### config.mk
export PLATFORM = sky130hd
export DESIGN_NAME = tpc_core
export DESIGN_NICKNAME = d
export VERILOG_FILES = /design/src/verilog/tpc_pkg.sv /design/src/verilog/tpc_core.sv
export VERILOG_INCLUDE_DIRS = /design/src /design/src/verilog
export SDC_FILE = /design/constraint.sdc
export NUM_CORES = 1
export LEC_CHECK = 0
export BUFFER_PORTS_ARGS = -buffer_cell sky130_fd_sc_hd__buf_2
export CORE_MARGIN = 8
export CORE_UTILIZATION = 57
export DETAILED_ROUTE_END_ITERATION = 10
export HOLD_SLACK_MARGIN = 0.12
export PLACE_DENSITY = 0.81
export SYNTH_ARGS = -nofsm -noshare
export SYNTH_HDL_FRONTEND = slang
export SYNTH_SLANG_ARGS = --single-unit
### constraint.sdc
create_clock -name pclk -period 3.4 [get_ports pclk]
set_clock_uncertainty 0.05 [all_clocks]
set_input_delay 0.34 -clock pclk [delete_from_list [all_inputs] [get_ports pclk]]
set_output_delay 0.34 -clock pclk [all_outputs]
set_load 0.02 [all_outputs]
### src/verilog/tpc_consts.svh
`ifndef TPC_CONSTS_SVH
`define TPC_CONSTS_SVH

// register byte addresses, one aligned word each
`define TPC_ADDR_STATUS_CONTROL 8'h00
`define TPC_ADDR_COUNT_HIGH     8'h04
`define TPC_ADDR_COUNT_LOW      8'h08
`define TPC_ADDR_LIMIT_HIGH     8'h0C
`define TPC_ADDR_LIMIT_LOW      8'h10

// status/control field positions
`define TPC_BIT_OVF      7
`define TPC_BIT_IRQ_EN   6
`define TPC_BIT_CENTER   5
`define TPC_CLKS_MSB     4
`define TPC_CLKS_LSB     3
`define TPC_PS_MSB       2
`define TPC_PS_LSB       0

// reset values
`define TPC_RST_CTRL     8'h00
`define TPC_RST_COUNT    16'h0000
`define TPC_RST_LIMIT    16'h0000
// limit that stands for the full 16-bit range
`define TPC_LIMIT_FULL   16'hFFFF
`define TPC_PRESC_WIDTH  7

`endif

### src/verilog/tpc_pkg.sv
`default_nettype none
package tpc_pkg;

    // control fields of the status/control register
    typedef struct packed {
        logic       irq_en;
        logic       center;
        logic [1:0] clks;
        logic [2:0] ps;
    } tpc_ctrl_s;

    // clock source selection codes
    typedef enum logic [1:0] {
        TPC_SRC_NONE  = 2'h0,
        TPC_SRC_BUS   = 2'h1,
        TPC_SRC_FIXED = 2'h2,
        TPC_SRC_EXT   = 2'h3
    } tpc_src_e;

    // counting direction, one-hot
    typedef enum logic [1:0] {
        TPC_DIR_UP   = 2'b01,
        TPC_DIR_DOWN = 2'b10
    } tpc_dir_e;

endpackage
`default_nettype wire

### src/verilog/tpc_core.sv
// Functional notes
// - up mode sets overflow flag when counter wraps to zero after limit.
// - center mode sets overflow flag when turning down after reaching limit.
// - flag clears only by status read while set, then writing zero.
// - overflow during clear sequence restarts it so flag stays set.
// - writing one to flag does nothing; reset clears flag.
// - interrupt request is flag and interrupt enable together.
// - center select zero counts up; one counts up/down, channels center-aligned.
// - clock source field picks none, bus, fixed or external clock.
// - fixed and external clocks pass a bus-clock synchroniser first.
// - prescale field divides selected clock by two to its value.
// - prescaler follows selection and synchronisation.
// - reading either count byte freezes both until other byte read.
// - reset, count writes and status writes re-arm the read latch.
// - count bytes read-only as data; reset clears counter.
// - debug mode halts counter and freezes latch state against reads.
// - at limit restart from zero, or count down in center mode.
// - writing one limit byte blocks overflow until other byte written.
// - reset limit is zero, meaning full free-running range.
// - reset clears interrupt enable and center select.
// - limit of all ones also runs the full range.
// - any write to a count byte clears the counter.
`timescale 1ns/1ps
`default_nettype none
`include "tpc_consts.svh"

module tpc_core
    import tpc_pkg::*;
(
    input  wire logic        pclk,
    input  wire logic        presetn,
    input  wire logic        clk_en,
    input  wire logic [7:0]  paddr,
    input  wire logic        psel,
    input  wire logic        penable,
    input  wire logic        pwrite,
    input  wire logic [31:0] pwdata,
    output var  logic [31:0] prdata,
    output logic             pready,
    output logic             pslverr,
    input  wire logic        fixed_clk_in,
    input  wire logic        ext_clk_in,
    input  wire logic        debug_active,
    output var  logic [15:0] count_value,
    output logic             count_down,
    output logic             center_align_select,
    output logic             overflow_irq
);

    ////////////////////////////////////////////////////////////////////////
    // state
    tpc_ctrl_s       ctrl_reg;
    logic            overflow_flag_reg;
    logic            clear_armed_reg;
    logic [15:0]     count_reg;
    logic [15:0]     limit_reg;
    logic [1:0]      limit_half_reg;  // bit0: low written, bit1: high written
    tpc_dir_e        dir_reg;
    logic [15:0]     hold_reg;
    logic            hold_valid_reg;
    logic            hold_low_left_reg;
    logic [`TPC_PRESC_WIDTH-1:0] presc_reg;
    logic [2:0]      fixed_sync_reg;
    logic [2:0]      ext_sync_reg;
    logic            pslverr_reg;

    ////////////////////////////////////////////////////////////////////////
    // bus decode
    logic            setup_rd;
    logic            acc_wr;
    logic            addr_ok;
    logic            sel_sc;
    logic            sel_ch;
    logic            sel_cl;
    logic            sel_lh;
    logic            sel_ll;

    assign sel_sc  = (paddr == `TPC_ADDR_STATUS_CONTROL);
    assign sel_ch  = (paddr == `TPC_ADDR_COUNT_HIGH);
    assign sel_cl  = (paddr == `TPC_ADDR_COUNT_LOW);
    assign sel_lh  = (paddr == `TPC_ADDR_LIMIT_HIGH);
    assign sel_ll  = (paddr == `TPC_ADDR_LIMIT_LOW);
    assign addr_ok = sel_sc | sel_ch | sel_cl | sel_lh | sel_ll;

    // reads act in the setup cycle so data and latch capture agree
    assign setup_rd = clk_en & psel & ~penable & ~pwrite;
    // writes take effect at the completing access edge
    assign acc_wr   = clk_en & psel & penable & pwrite & addr_ok;

    // zero wait states; a frozen block stalls the bus instead
    assign pready  = psel & penable & clk_en;
    // error is registered at setup so it stands through the whole access
    assign pslverr = pslverr_reg;

    // error flag computed in setup, shown during access
    always_ff @(posedge pclk or negedge presetn) begin
        if (!presetn) begin
            pslverr_reg <= 1'b0;
        end else if (clk_en && psel && !penable) begin
            pslverr_reg <= ~addr_ok;
        end
    end

    ////////////////////////////////////////////////////////////////////////
    // clock source synchronisers and selection
    logic src_tick;
    logic fixed_rise;
    logic ext_rise;

    // only stage 1 and 2 feed the edge detector, stage 0 is metastable
    // a third stage costs a cycle of latency but gives a glitch-free edge
    always_ff @(posedge pclk or negedge presetn) begin
        if (!presetn) begin
            fixed_sync_reg <= 3'h0;
            ext_sync_reg   <= 3'h0;
        end else if (clk_en) begin
            fixed_sync_reg <= {fixed_sync_reg[1:0], fixed_clk_in};
            ext_sync_reg   <= {ext_sync_reg[1:0], ext_clk_in};
        end
    end

    assign fixed_rise = fixed_sync_reg[1] & ~fixed_sync_reg[2];
    assign ext_rise   = ext_sync_reg[1] & ~ext_sync_reg[2];

    // source pick; external limited to half of pclk by the synchroniser
    // bus source ticks every enabled cycle, so divide-by-1 counts at pclk
    always_comb begin
        case (tpc_src_e'(ctrl_reg.clks))
            TPC_SRC_NONE:  src_tick = 1'b0;
            TPC_SRC_BUS:   src_tick = 1'b1;
            TPC_SRC_FIXED: src_tick = fixed_rise;
            TPC_SRC_EXT:   src_tick = ext_rise;
            default:       src_tick = 1'b0;
        endcase
    end

    ////////////////////////////////////////////////////////////////////////
    // prescaler after selection
    logic [`TPC_PRESC_WIDTH-1:0] presc_mask;
    logic                        count_tick;
    logic                        run;

    assign run        = clk_en & ~debug_active;
    assign presc_mask = `TPC_PRESC_WIDTH'((8'h01 << ctrl_reg.ps) - 8'h01);
    // pulse on the last source tick of each 2^ps group
    // never cleared: a new divisor may give one short first period
    assign count_tick = run & src_tick & ((presc_reg & presc_mask) == presc_mask);

    always_ff @(posedge pclk or negedge presetn) begin
        if (!presetn) begin
            presc_reg <= '0;
        end else if (run && src_tick) begin
            presc_reg <= presc_reg + 1'b1;
        end
    end

    ////////////////////////////////////////////////////////////////////////
    // counter and direction
    logic [15:0] limit_eff;
    logic        at_limit;
    logic        ovf_event;
    logic        count_wr;

    // zero limit means full range
    assign limit_eff = (limit_reg == `TPC_RST_LIMIT) ? `TPC_LIMIT_FULL : limit_reg;
    assign at_limit  = (count_reg == limit_eff);
    assign count_wr  = acc_wr & (sel_ch | sel_cl);
    // overflow is the limit step, suppressed while the limit is half written
    // a count write on the limit step wins, so no flag for a cleared counter
    assign ovf_event = count_tick & at_limit & (dir_reg == TPC_DIR_UP) &
                       (limit_half_reg == 2'b00) & ~count_wr;

    always_ff @(posedge pclk or negedge presetn) begin
        if (!presetn) begin
            count_reg <= `TPC_RST_COUNT;
        end else if (count_wr) begin
            count_reg <= `TPC_RST_COUNT;
        end else if (count_tick) begin
            if (!ctrl_reg.center) begin
                count_reg <= at_limit ? `TPC_RST_COUNT : count_reg + 16'h0001;
            end else if (dir_reg == TPC_DIR_UP) begin
                // turn at the limit: next step is already one lower
                count_reg <= at_limit ? count_reg - 16'h0001 : count_reg + 16'h0001;
            end else begin
                count_reg <= (count_reg == 16'h0000) ? 16'h0001 : count_reg - 16'h0001;
            end
        end
    end

    // direction machine; up-only outside center mode
    always_ff @(posedge pclk or negedge presetn) begin
        if (!presetn) begin
            dir_reg <= TPC_DIR_UP;
        end else if (clk_en && (count_wr || !ctrl_reg.center)) begin
            // gated so a frozen block keeps its direction as well
            dir_reg <= TPC_DIR_UP;
        end else if (count_tick) begin
            case (dir_reg)
                TPC_DIR_UP:   if (at_limit) dir_reg <= TPC_DIR_DOWN;
                TPC_DIR_DOWN: if (count_reg == 16'h0000) dir_reg <= TPC_DIR_UP;
                default:      dir_reg <= TPC_DIR_UP;
            endcase
        end
    end

    ////////////////////////////////////////////////////////////////////////
    // control fields
    always_ff @(posedge pclk or negedge presetn) begin
        if (!presetn) begin
            ctrl_reg <= tpc_ctrl_s'(7'(`TPC_RST_CTRL));
        end else if (acc_wr && sel_sc) begin
            ctrl_reg.irq_en <= pwdata[`TPC_BIT_IRQ_EN];
            ctrl_reg.center <= pwdata[`TPC_BIT_CENTER];
            ctrl_reg.clks   <= pwdata[`TPC_CLKS_MSB:`TPC_CLKS_LSB];
            ctrl_reg.ps     <= pwdata[`TPC_PS_MSB:`TPC_PS_LSB];
        end
    end

    ////////////////////////////////////////////////////////////////////////
    // overflow flag with two-step clear
    logic sc_clear;

    assign sc_clear = acc_wr & sel_sc & clear_armed_reg & ~pwdata[`TPC_BIT_OVF];

    always_ff @(posedge pclk or negedge presetn) begin
        if (!presetn) begin
            overflow_flag_reg <= 1'b0;
        end else if (ovf_event) begin
            overflow_flag_reg <= 1'b1;
        end else if (sc_clear) begin
            overflow_flag_reg <= 1'b0;
        end
    end

    // arming: status read while set; any new overflow disarms
    // overflow on the arming edge leaves it disarmed, so the flag survives
    always_ff @(posedge pclk or negedge presetn) begin
        if (!presetn) begin
            clear_armed_reg <= 1'b0;
        end else if (ovf_event) begin
            clear_armed_reg <= 1'b0;
        end else if (acc_wr && sel_sc) begin
            clear_armed_reg <= 1'b0;
        end else if (setup_rd && sel_sc && overflow_flag_reg) begin
            clear_armed_reg <= 1'b1;
        end
    end

    assign overflow_irq = overflow_flag_reg & ctrl_reg.irq_en;

    ////////////////////////////////////////////////////////////////////////
    // limit register and half-written guard
    // the same half written twice keeps the guard open
    always_ff @(posedge pclk or negedge presetn) begin
        if (!presetn) begin
            limit_reg      <= `TPC_RST_LIMIT;
            limit_half_reg <= 2'b00;
        end else if (acc_wr && sel_lh) begin
            limit_reg[15:8] <= pwdata[7:0];
            // second half completes the pair, first half opens it
            limit_half_reg  <= limit_half_reg[0] ? 2'b00 : 2'b10;
        end else if (acc_wr && sel_ll) begin
            limit_reg[7:0]  <= pwdata[7:0];
            limit_half_reg  <= limit_half_reg[1] ? 2'b00 : 2'b01;
        end
    end

    ////////////////////////////////////////////////////////////////////////
    // coherent count reads
    logic rd_ch;
    logic rd_cl;

    // debug freezes the latch even on reads
    // writes outrank reads so a re-armed latch starts empty
    assign rd_ch = setup_rd & sel_ch & ~debug_active;
    assign rd_cl = setup_rd & sel_cl & ~debug_active;

    always_ff @(posedge pclk or negedge presetn) begin
        if (!presetn) begin
            hold_valid_reg    <= 1'b0;
            hold_low_left_reg <= 1'b0;
            hold_reg          <= `TPC_RST_COUNT;
        end else if (acc_wr && (sel_sc || sel_ch || sel_cl)) begin
            hold_valid_reg <= 1'b0;
        end else if (!hold_valid_reg && (rd_ch || rd_cl)) begin
            hold_reg          <= count_reg;
            hold_valid_reg    <= 1'b1;
            hold_low_left_reg <= rd_ch;
        end else if (hold_valid_reg && ((rd_cl && hold_low_left_reg) ||
                                        (rd_ch && !hold_low_left_reg))) begin
            hold_valid_reg <= 1'b0;
        end
    end

    ////////////////////////////////////////////////////////////////////////
    // read data, registered in the setup cycle
    // only the low byte carries data; upper bits read as zero
    logic [15:0] count_view;
    logic [7:0]  rd_byte;

    assign count_view = hold_valid_reg ? hold_reg : count_reg;

    always_comb begin
        rd_byte = 8'h00;
        if (sel_sc) begin
            rd_byte = {overflow_flag_reg, ctrl_reg.irq_en, ctrl_reg.center,
                       ctrl_reg.clks, ctrl_reg.ps};
        end else if (sel_ch) begin
            rd_byte = count_view[15:8];
        end else if (sel_cl) begin
            rd_byte = count_view[7:0];
        end else if (sel_lh) begin
            rd_byte = limit_reg[15:8];
        end else if (sel_ll) begin
            rd_byte = limit_reg[7:0];
        end
    end

    always_ff @(posedge pclk or negedge presetn) begin
        if (!presetn) begin
            prdata <= 32'h0000_0000;
        end else if (setup_rd) begin
            prdata <= {24'h00_0000, rd_byte};
        end
    end

    ////////////////////////////////////////////////////////////////////////
    // core outputs to channel logic
    always_ff @(posedge pclk or negedge presetn) begin
        if (!presetn) begin
            count_value <= `TPC_RST_COUNT;
        end else if (clk_en) begin
            count_value <= count_reg;
        end
    end

    assign count_down          = (dir_reg == TPC_DIR_DOWN);
    assign center_align_select = ctrl_reg.center;

endmodule
`default_nettype wire

Word level (Yosys, flattened, before mapping):

Index checks and enable logic that the tools add are counted.

* register bits: 101
* output and inout port bits: 53
* input bits: 49

* shifts and indexed selects: 1
* $add $sub $neg: 4
* reductions and logical operators: 37
* bitwise gates (word level): 42
* mux-type cells: 32
* equal/unequal tests: 13

Operators by type and width (count)
* $mux 16: 9
* $mux 8: 5
* $logic_not 16->1: 2
* $and 1x1->1: 26
* $add 16x1->16 const B: 1
* $eq 16x16->1: 1
* $eq 8x4->1 const B: 2
* $sub 16x1->16 const B: 1
* $logic_and 1x1->1: 14
* $mux 2: 7
* $not 1->1: 10
* $mux 1: 9
* $eq 8x3->1 const B: 1
* $eq 8x5->1 const B: 1
* $logic_not 8->1: 1
* $reduce_bool 2->1: 4
* $add 7x1->7 const B: 1
* $and 7x7->7: 1
* $eq 7x7->1: 1
* $shl 1x3->7 const A: 1
* $sub 7x1->7 const B: 1
* $eq 2x2->1 const B: 3
* $reduce_bool 3->1: 2
* $logic_or 1x1->1: 5
* other kinds (10): 20

Depth between registers and ports, before layout:

Gate-level depths: netlist of the first run.

* depth in word-level cells: 11
* mapped depth: 12

Worst setup path after synthesis of the first run:

Ideal clock, no wire load.

* path kind: reg-to-reg
* start: register limit_reg[13]
* end: register count_reg[2]
* stages on the path, launching flop included: 11
* library setup time: 121 ps
* clock period less this slack: 2830 ps
* data arrival time: 2659 ps
* path slack: 570 ps
* buffers on the path: 2
* path through: dfrtp_1 nor4_1 and4_1 buf_4 a32oi_1 or3_4 a2111oi_4 buf_6 mux2i_1 o21ai_1 a22o_1

* cells in the longest elaborated chain, start to end: 8
* elaborated cells on any way between the ends: 9
* classes of those cells: eq/ne (1); mux (7); reduce/logical (1)

Ends and longest elaborated chain
* from (decl): line tpc_core.sv:56 `logic [15:0] limit_reg;`
* from (signal assigned): line tpc_core.sv:256 `` limit_reg <= `TPC_RST_LIMIT; ``
* from (signal assigned): line tpc_core.sv:259 `limit_reg[15:8] <= pwdata[7:0];`
* $logic_not 16->1 (no source line)
* $mux 16 (*): line tpc_core.sv:165 `` assign limit_eff = (limit_reg == `TPC_RST_LIMIT) ? `TPC_LIMIT_FULL : limit_reg; ``
* $eq 16x16->1 (*): line tpc_core.sv:166 `assign at_limit = (count_reg == limit_eff);`
* $mux 16: line tpc_core.sv:183 `count_reg <= at_limit ? count_reg - 16'h0001 : count_reg + 16'h0001;`
* $mux 16: line tpc_core.sv:181 `end else if (dir_reg == TPC_DIR_UP) begin`
* $mux 16 (*): line tpc_core.sv:179 `if (!ctrl_reg.center) begin`
* $mux 16 (*): line tpc_core.sv:178 `end else if (count_tick) begin`
* $mux 16 (*): line tpc_core.sv:176 `end else if (count_wr) begin`
* to (signal assigned): line tpc_core.sv:177 `` count_reg <= `TPC_RST_COUNT; ``
* to (signal assigned): line tpc_core.sv:180 `` count_reg <= at_limit ? `TPC_RST_COUNT : count_reg + 16'h0001; ``
* to (signal assigned): line tpc_core.sv:183
* to (decl): line tpc_core.sv:55 `logic [15:0] count_reg;`

Every way passes the cells marked *; elsewhere a longest branch is shown, timed or not. The select of a mux whose other input is x is not followed.
A chain may end at the register's enable or synchronous reset.

Worst setup path in the final report of the first run:

* start: register limit_reg[13]
* end: register count_reg[14]

Same word-level chain as after synthesis.

==> run_results.csv, run 1 <==
group,metric,value,unit
run_status,status,"complete, no violations",
worst_setup_path,crit_fanout,27,
logic_synthesis,synth_cells,601,
layout,area_growth,9.19,%
logic_synthesis,syn-cell-area,0.00595,mm^2
hold_path,worstHoldPathType,"input pin to flop",
layout,utilization,63.5,%
global_route,grtUsageTotal,22.5,%
logic_synthesis,syn_avg_cell_area,9.90,um^2
logic_synthesis,synth_edf_count,0,
logic_synthesis,synth_mux_area_share,14.3,%
layout,final_nets,701,
logic_synthesis,synth-seq-cells,101,
pwr,leakage,2.96,nW
logic_synthesis,synth_compound_area_share,14.9,%
worst_setup_path,critical-path-top-delay-family,"compound AO/OA/AOI/OAI gates",
layout,regArea,0.00253,mm^2
floorplan,rows,37,
timing,rsz0062_at_grt,"false",
clock_tree,postCtsHoldBufs,1,
floorplan,ios,102,
route,route.vias.total,4999,
worst_setup_path,cp_data_arrival_time,3.44,ns
global_route,grt_max_degree,52,
pwr,vdd_ir_drop_max,0.000234,V
timing,setup_violations,0,
worst_setup_path,critPathSlowestCell,"dfrtp_1",
timing,finalHoldViolations,0,
layout,layout-drive-gt1-share,25.0,%
logic_synthesis,synth_top_area_share,42.1,%
worst_setup_path,cp_num_buf_inv,1,
timing,tightest_slew,0.924,ns
clock_tree,ctsRootBufferMaster,"clkbuf_8",
floorplan,die_x,118,um
route,drt-total-wl,15.7,mm
floorplan,start_util,58.1,%
pwr,power_density,343,mW/mm^2
logic_synthesis,synthXorXnorAreaFrac,4.71,%
flow_run,maxCapViolations,0,
logic_synthesis,yosysSeqAreaShare,42.5,%
clock_tree,numCtsBuffers,9,
worst_setup_path,crit_path_start_kind,"flop",
clock_tree,insertion_delay,0.38,ns
worst_setup_path,path_cells,"nor4_1, and4_1, a32oi_1, or3_4, a2111oi_4, buf_12, o21a_2, a21bo_2, a22oi_1",
timing,slew-limit-headroom,38.4,%
floorplan,die_y,118,um
pwr,total_power,2.23,mW
timing,hold_ws,0.139,ns
layout,stdcell_area,0.00649,mm^2
global_route,grt_pass1_vias,4958,
worst_setup_path,cp-end-kind,"flop",
logic_synthesis,synthArstFlopShare,100,%
placement,io_buffers,53,
timing,final_max_slew_viol_count,0,
route,viasPerCell,6.34,
route,drtPass1Iterations,5,
clock_tree,clock_tree.buffer_depth,2,
logic_synthesis,synth_top_cell_by_area,"dfrtp_1",
placement,hpwl,11.4,mm
logic_synthesis,synthSimpleGateAreaFrac,16.0,%
clock_tree,cts_tree,"done",
timing,fin_crit_sh,94.1,%
route,wl_per_cell,19.9,um
route,ant_nets,0,
timing,period_needed,3.20,ns
layout,antenna_cells,0,
floorplan,die_area,0.0140,mm^2
clock_tree,cts.repair.resized,0,
clock_tree,cts.sink_count,101,
logic_synthesis,synth_top_family_by_area,"simple AND/OR/NAND/NOR gates",
clock_tree,post_cts_buffers,0,
clock_tree,clk_pin_slew_worst_paths,0.10,ns
clock_tree,htreeDepth,3,
route,drt_iter0_drc,441,
placement,place_area,0.00630,mm^2
global_route,grt_pass1_wl,25.5,mm
route,route.detailed.drc,0,
worst_setup_path,slowest_delay,0.47,ns
logic_synthesis,synth_flop_cell,"dfrtp_1",
layout,nFillCells,867,
placement,gp_congestion,0.946,
timing,fmax,313,MHz
worst_setup_path,crit_type,"flop to flop",
global_route,antenna_found_initial,0,
logic_synthesis,synth.distinct_cells,61,
floorplan,core,0.0102,mm^2
layout,multi_input_area,0.00311,mm^2
global_route,grt-ovfl-total,0,
logic_synthesis,synth_area_leaders,"dfrtp_1 (42%), mux2_2 (12%), xnor2_1 (3.7%), buf_4 (3.2%), a221oi_1 (3.1%)",
timing,finalSetupTns,0,ns
logic_synthesis,ys_warn_count,0,
logic_synthesis,synthAdderAreaFrac,0.842,%
worst_setup_path,cp.required,3.65,ns
## cells in the mapped netlist, types with 7 or more instances
cell	number
a21oi_1	29
nor2_1	37
xor2_1	7
xnor2_1	25
nand2b_1	7
buf_4	25
nor4_1	11
dfrtp_1	100
a221oi_1	21
nand4_1	7
mux2_2	65
and3_1	10
mux2i_1	12
and2_1	8
nand3_1	15
nor2b_1	12
clkbuf_1	32
nand2_1	40
nor3_1	12
inv_1	11
o21ai_0	28
## final timing paths
| path | from | endpoint | slack, ns | cells past startpoint |
|---|---|---|---|---|
| setup / recovery | limit_reg[13]$_DFFE_PN0P_ | count_reg[14]$_DFFE_PN0P_ | 0.20 | 9 |
| hold / removal | fixed_clk_in | fixed_sync_reg[0]$_DFFE_PN0P_ | 0.14 | 2 |
| setup reg to reg | limit_reg[13]$_DFFE_PN0P_ | count_reg[14]$_DFFE_PN0P_ | 0.20 | 9 |
| hold reg to reg | presc_reg[6]$_DFFE_PN0P_ | presc_reg[6]$_DFFE_PN0P_ | 0.44 | 1 |
| max in group asynchronous | presetn | ctrl_reg[4]$_DFFE_PN0P_ | 2.02 | 3 |
| min in group asynchronous | presetn | count_value[0]$_DFFE_PN0P_ | 0.48 | 2 |
## layout make-up
| type | instances | area share (%) |
|---|---|---|
| tap | 136 | 2.62 |
| inverter | 11 | 0.636 |
| sequential | 101 | 38.9 |
| multi-input combinational | 448 | 47.9 |
| clock inverter | 6 | 0.829 |
| clock buffer | 10 | 1.97 |
| timing repair buffer | 77 | 7.13 |
## where the power goes
part / switching [mW] / total [mW] / internal (mW)
combinational: 0.152 / 0.232 / 0.0796
sequential: 0.0287 / 1.27 / 1.24
clock: 0.444 / 0.725 / 0.281
## routing by layer
metal	vias up	share of wire (%)	track usage [%]
li1	2242	-	-
met1	2419	40	27.8
met2	287	47	35.7
met3	51	11	6.66
met4	0	3.1	10.4
met5	-	0	0
## cells in the final DEF, fill, tap and decap left out, types with 15 or more instances in the layout
master,n
o21ai_0,28
mux2_2,65
buf_2,52
nand3_1,15
xnor2_1,25
nand2_1,40
dfrtp_1,100
conb_1,24
nor2_1,37
a21oi_1,29
a221oi_1,21
buf_4,23
## kinds of logic (layout without fill, tap and decap cells)
family / Yosys count / in the layout
AO/OA/AOI/OAI: 129 / 129
XOR/XNOR: 32 / 32
adder cells (fa/ha/maj): 4 / 4
buffers and inverters: 75 / 104
flip-flops: 101 / 101
multiplexers: 77 / 77
other: 1 / 24
AND/OR/NAND/NOR: 182 / 182
## metrics by stage
stage	instances	setup WS, ns
3_5_place_dp	772	0.281
6_report	789	0.201
4_1_cts	789	0.245
3_3_place_gp	772	0.359
2_1_floorplan	624	0.570
5_1_grt	789	0.0408
No activity file was read; power rests on OpenSTA's default activity.
==> run 2: changes to the inputs <==
--- a/config.mk
+++ b/config.mk
@@ -6,12 +6,12 @@
 export SDC_FILE = /design/constraint.sdc
 export NUM_CORES = 1
 export LEC_CHECK = 0
-export BUFFER_PORTS_ARGS = -buffer_cell sky130_fd_sc_hd__buf_2
 export CORE_MARGIN = 8
-export CORE_UTILIZATION = 57
+export CORE_UTILIZATION = 64
 export DETAILED_ROUTE_END_ITERATION = 10
+export DONT_BUFFER_PORTS = 1
 export HOLD_SLACK_MARGIN = 0.12
-export PLACE_DENSITY = 0.81
+export PLACE_DENSITY = 0.8
 export SYNTH_ARGS = -nofsm -noshare
 export SYNTH_HDL_FRONTEND = slang
 export SYNTH_SLANG_ARGS = --single-unit
==> run 2 against run 1 <==
  * Utilization increased by 6.6 points
  * Via count is 2.6% lower
  * Hold slack improved by 0.010 ns
  * Wire length up 1.3%
  * Final area is 1.7% lower
  * Critical path depth unchanged
  * Largest power group unchanged
==> run_results.csv, run 2 (synthesized netlist as in run 1, its figures left out) <==
group,metric,value,unit
run_status,status,"complete, no violations",
worst_setup_path,critical-path-top-delay-family,"simple AND/OR/NAND/NOR gates",
clock_tree,clock_tree.buffer_depth,2,
floorplan,die_y,112,um
global_route,grt_pass1_vias,4798,
layout,nFillCells,659,
timing,tightest_slew,1.16,ns
route,drt_iter0_drc,598,
timing,final_max_slew_viol_count,0,
clock_tree,insertion_delay,0.39,ns
floorplan,ios,102,
route,wl_per_cell,21.8,um
pwr,power_density,354,mW/mm^2
worst_setup_path,cp.required,3.63,ns
worst_setup_path,slowest_delay,0.45,ns
global_route,grtUsageTotal,25.9,%
floorplan,die_x,112,um
hold_path,min_path_cells,3,
layout,layout_common_cells,"dfrtp_1 (100), mux2_2 (65), nand2_1 (40)",
floorplan,rows,35,
flow_run,maxCapViolations,0,
layout,final_nets,666,
global_route,grt_max_degree,102,
timing,period_needed,3.16,ns
placement,hpwl,11.3,mm
floorplan,core,0.00911,mm^2
placement,gp_congestion,0.929,
timing,setup_slack,0.239,ns
route,ant_nets,0,
clock_tree,cts.sink_count,101,
placement,place_area,0.00604,mm^2
timing,slew-limit-headroom,22.2,%
clock_tree,clk_pin_slew_worst_paths,0.12,ns
route,viasPerCell,6.67,
global_route,grt_pass1_wl,26.0,mm
route,route.vias.total,4868,
worst_setup_path,crit_path_start_kind,"flop",
route,drtPass1Iterations,5,
placement,pre_cts_ws,0.236,ns
layout,area_growth,7.36,%
hold_path,worstHoldPathType,"input pin to flop",
layout,utilization,70.1,%
pwr,leakage,2.81,nW
timing,finalHoldViolations,0,
timing,fmax,316,MHz
pwr,total_power,2.26,mW
worst_setup_path,crit_type,"flop to flop",
clock_tree,numCtsBuffers,9,
worst_setup_path,cp_data_arrival_time,3.39,ns
timing,setup_violations,0,
worst_setup_path,critPathSlowestCell,"dfrtp_1",
clock_tree,cts_tree,"done",
worst_setup_path,crit_fanout,10,
pwr,vdd_ir_drop_max,0.000234,V
timing,fin_crit_sh,93.0,%
worst_setup_path,r2r_cells,9,
layout,layout-drive-gt1-share,19.3,%
worst_setup_path,path_cells,"nor4_1, and4_2, a32oi_1, or3_4, a2111oi_4, buf_4, mux2_2, a31oi_1, o21ai_1",
floorplan,die_area,0.0126,mm^2
worst_setup_path,crit_cells,9,
route,route.detailed.drc,0,
worst_setup_path,cp_num_buf_inv,1,
clock_tree,htreeDepth,3,
clock_tree,post_cts_buffers,0,
timing,rsz0062_at_grt,"false",
floorplan,start_util,65.3,%
placement,io_buffers,0,
layout,layout_commonest_cell,"dfrtp_1",
layout,stdcell_area,0.00638,mm^2
clock_tree,ctsRootBufferMaster,"clkbuf_8",
global_route,antenna_found_initial,1,
global_route,grt-ovfl-total,0,
route,drt-total-wl,15.9,mm
worst_setup_path,cp-end-kind,"flop",
timing,finalSetupTns,0,ns
## run 2: repair_timing
item | CTS | global route
setup endpoints to repair | 0 | 5
gates resized for setup | 0 | 1
endpoints found under the hold margin | 148 | 0
hold buffers | 13 | 0
## run 2: final cells by class
type / instances / area [um^2] / area share [%]
clock inverters: 7 / 73.8 / 1.16
well taps: 111 / 139 / 2.18
inverters: 11 / 41.3 / 0.647
flip-flops and latches: 101 / 2530 / 39.6
diodes: 1 / 2.50 / 0.0392
multi-input cells: 448 / 3110 / 48.7
clock buffers: 9 / 124 / 1.94
repair buffers: 42 / 365 / 5.72
## run 2: where the power goes
group          internal (mW)  switching (mW)  total, mW
combinational         0.0646           0.109      0.174
clock                  0.290           0.490      0.780
sequential              1.24          0.0662       1.31
total                   1.60           0.665       2.26
## run 2: worst paths after layout
kind                       slack, ns                startpoint                            end
max in group asynchronous       2.38                   presetn         dir_reg[0]$_DFFE_PN1P_
setup reg to reg                0.24  limit_reg[6]$_DFFE_PN0P_       count_reg[4]$_DFFE_PN0P_
min in group asynchronous       0.48                   presetn       hold_reg[13]$_DFFE_PN0P_
hold / removal                  0.15                 pwdata[7]  overflow_flag_reg$_DFFE_PN0P_
setup / recovery                0.24  limit_reg[6]$_DFFE_PN0P_       count_reg[4]$_DFFE_PN0P_
hold reg to reg                 0.43  presc_reg[6]$_DFFE_PN0P_       presc_reg[6]$_DFFE_PN0P_
## run 2: metal layers
metal | vias up | track usage, % | routed length [um]
met5 | - | 0 | 0
met4 | 0 | 11.6 | 495
met3 | 46 | 7.09 | 1440
met2 | 262 | 41.1 | 7570
met1 | 2383 | 32.3 | 6420
li1 | 2177 | - | -
## run 2: worst reg2reg max path: stages, from the launching register on
cell,delay [ns]
dfrtp_1,0.45
nor4_1,0.34
and4_2,0.37
a32oi_1,0.13
or3_4,0.43
a2111oi_4,0.42
buf_4,0.27
mux2_2,0.35
a31oi_1,0.17
o21ai_1,0.07
## run 2: per-stage QoR
step	instances	hold slack (ns)
floorplan	624	-0.00559
global placement	700	-0.00225
detailed placement	700	-0.00105
CTS	729	0.149
global route	730	0.135
finish	730	0.150
==> run 3: changes to the inputs <==
--- a/config.mk
+++ b/config.mk
@@ -7,11 +7,12 @@
 export NUM_CORES = 1
 export LEC_CHECK = 0
 export CORE_MARGIN = 8
-export CORE_UTILIZATION = 64
+export CORE_UTILIZATION = 66
+export CTS_BUF_LIST = sky130_fd_sc_hd__clkbuf_2 sky130_fd_sc_hd__clkbuf_4 sky130_fd_sc_hd__clkbuf_8
 export DETAILED_ROUTE_END_ITERATION = 10
 export DONT_BUFFER_PORTS = 1
 export HOLD_SLACK_MARGIN = 0.12
-export PLACE_DENSITY = 0.8
+export PLACE_DENSITY = 0.82
 export SYNTH_ARGS = -nofsm -noshare
 export SYNTH_HDL_FRONTEND = slang
 export SYNTH_SLANG_ARGS = --single-unit
==> run 3 against run 2 <==
  * Critical path depth is 2 lower
  * Clock-buffer cell count unchanged
  * Worst setup slack worse by 0.014 ns
  * Via count is 0.27% higher
  * Final area about the same
  * Global-route usage up 0.21 points
  * Register-to-register slack about the same
  * Wire length barely moved
  * Maximum frequency decreased by 0.45%
  * Clock power rose by 5.9%
  * Largest cell class unchanged
  * Highest routed layer is now met5
==> run_results.csv, run 3 (synthesized netlist as in run 1, its figures left out) <==
group,metric,value,unit
layout,layout_commonest_cell,"dfrtp_1",
floorplan,die_y,111,um
timing,slew-limit-headroom,25.7,%
timing,tightest_slew,1.11,ns
placement,io_buffers,0,
layout,layout_common_cells,"dfrtp_1 (100), mux2_2 (65), nand2_1 (40)",
timing,setup_violations,0,
clock_tree,insertion_delay,0.38,ns
flow_run,maxCapViolations,0,
global_route,antenna_found_initial,1,
clock_tree,cts.sink_count,101,
floorplan,start_util,68.2,%
run_status,status,"complete, no violations",
worst_setup_path,cp-end-kind,"flop",
global_route,grt_pass1_vias,4965,
layout,nFillCells,616,
timing,rsz0062_at_grt,"false",
layout,multi_input_area,0.00312,mm^2
timing,fmax,315,MHz
clock_tree,htreeDepth,3,
timing,period_needed,3.18,ns
pwr,p_int,1.67,mW
pwr,p_sw,0.637,mW
global_route,grt_pass1_wl,26.1,mm
layout,area_growth,7.30,%
timing,finalHoldViolations,0,
clock_tree,cts_tree,"done",
pwr,pwr-share-clk,35.9,%
route,drt_iter0_drc,393,
global_route,grtUsageTotal,26.1,%
worst_setup_path,slowest_delay,0.60,ns
layout,layout-drive-gt1-share,18.6,%
timing,final_max_slew_viol_count,0,
route,route.vias.total,4881,
route,viasPerCell,6.76,
floorplan,rows,34,
pwr,swShare,27.7,%
clock_tree,clk_pin_slew_worst_paths,0.10,ns
route,wl_per_cell,22.1,um
worst_setup_path,cp.required,3.56,ns
route,drtPass1Iterations,5,
worst_setup_path,path_cells,"or3_1, nor4_1, nand4_1, a21oi_1, nor3_1, a221oi_1, a41oi_1",
worst_setup_path,critPathSlowestCell,"dfrtp_1",
floorplan,die_x,111,um
placement,hpwl,11.2,mm
placement,gp_congestion,0.922,
hold_path,worstHoldPathType,"input pin to flop",
pwr,p_comb_share,7.4,%
floorplan,core,0.00872,mm^2
worst_setup_path,crit_type,"flop to flop",
timing,finalSetupTns,0,ns
pwr,vdd_ir_drop_max,0.000248,V
clock_tree,ctsRootBufferMaster,"clkbuf_8",
worst_setup_path,crit_fanout,16,
worst_setup_path,cp_data_arrival_time,3.34,ns
floorplan,die_area,0.0123,mm^2
floorplan,ios,102,
pwr,seq_power_share,56.8,%
route,route.detailed.drc,0,
layout,antenna_cells,0,
worst_setup_path,crit_path_start_kind,"flop",
route,drt-total-wl,15.9,mm
timing,hold_ws,0.146,ns
layout,regArea,0.00253,mm^2
route,ant_nets,0,
layout,final_nets,662,
pwr,power_density,361,mW/mm^2
clock_tree,clock_tree.buffer_depth,2,
clock_tree,numCtsBuffers,9,
global_route,grt_max_degree,102,
timing,fin_crit_sh,93.4,%
pwr,total_power,2.30,mW
pwr,leakage,2.81,nW
global_route,grt-ovfl-total,0,
[run 3: changes by cell type in the layout (fill, tap and decap cells not counted), sizes merged]
cell,previous run,this run
bufinv,0,1
clkinv,1,0
inv,15,16
diode,1,0
buf,30,26
clkinvlp,2,1
[run 3: path summary, 6_finish.rpt]
| check | start | endpoint | slack (ns) | cells after the start |
|---|---|---|---|---|
| min | pwdata[7] | overflow_flag_reg$_DFFE_PN0P_ | 0.15 | 3 |
| max reg2reg | count_reg[7]$_DFFE_PN0P_ | count_reg[7]$_DFFE_PN0P_ | 0.22 | 7 |
| min in group asynchronous | presetn | count_value[15]$_DFFE_PN0P_ | 0.50 | 2 |
| min reg2reg | presc_reg[6]$_DFFE_PN0P_ | presc_reg[6]$_DFFE_PN0P_ | 0.42 | 1 |
| max in group asynchronous | presetn | hold_reg[3]$_DFFE_PN0P_ | 2.40 | 2 |
| max | count_reg[7]$_DFFE_PN0P_ | count_reg[7]$_DFFE_PN0P_ | 0.22 | 7 |
[run 3: critical path, delay by kind of cell (launching register included)]
| family | cells | cell delay [ns] |
|---|---|---|
| flip-flops | 1 | 0.60 |
| AND/OR/NAND/NOR | 4 | 1.69 |
| AO/OA/AOI/OAI | 3 | 0.67 |
[run 3: what timing repair did]
action                                  in CTS  in global routing
hold buffers                                13                  0
endpoints found under the setup margin       0                  2
resized for setup                            0                  1
buffers inserted                             0                  0
hold endpoints to repair                   148                  0
[run 3: power by group through the flow]
stage,clock network (mW),registers (mW),logic [mW]
after floorplan,0,1.32,0.134
after global placement,0,1.33,0.117
after detailed placement,0,1.33,0.121
after CTS,0.836,1.31,0.169
after global routing,0.874,1.32,0.189
final,0.826,1.31,0.170
[run 3: layer usage]
metal	track usage (%)	part of all wire (%)	routed length, um	up-vias
met1	33.3	40	6410	2383
met5	0	0.082	13	-
met4	12.3	3.1	488	2
met3	8.87	12	1830	46
met2	39.0	45	7170	286
li1	-	-	-	2164
[run 3: final cells by class]
cell class                      count  area share, %
Sequential cell                   101           39.6
Multi-Input combinational cell    448           48.8
Tap cell                          108           2.12
Timing Repair Buffer               38           5.45
Clock buffer                        9           1.94
Inverter                           11          0.647
Clock inverter                      7           1.39
[run 3: stage by stage]
stage                     instances  util (%)  area [um^2]  setup WS (ns)
after global routing            722      73.2         6380         0.0597
final                           722      73.2         6380          0.225
after global placement          693      69.0         6010          0.279
after detailed placement        693      69.0         6010          0.236
after CTS                       722      73.1         6370          0.202
after floorplan                 624         -         6030          0.570
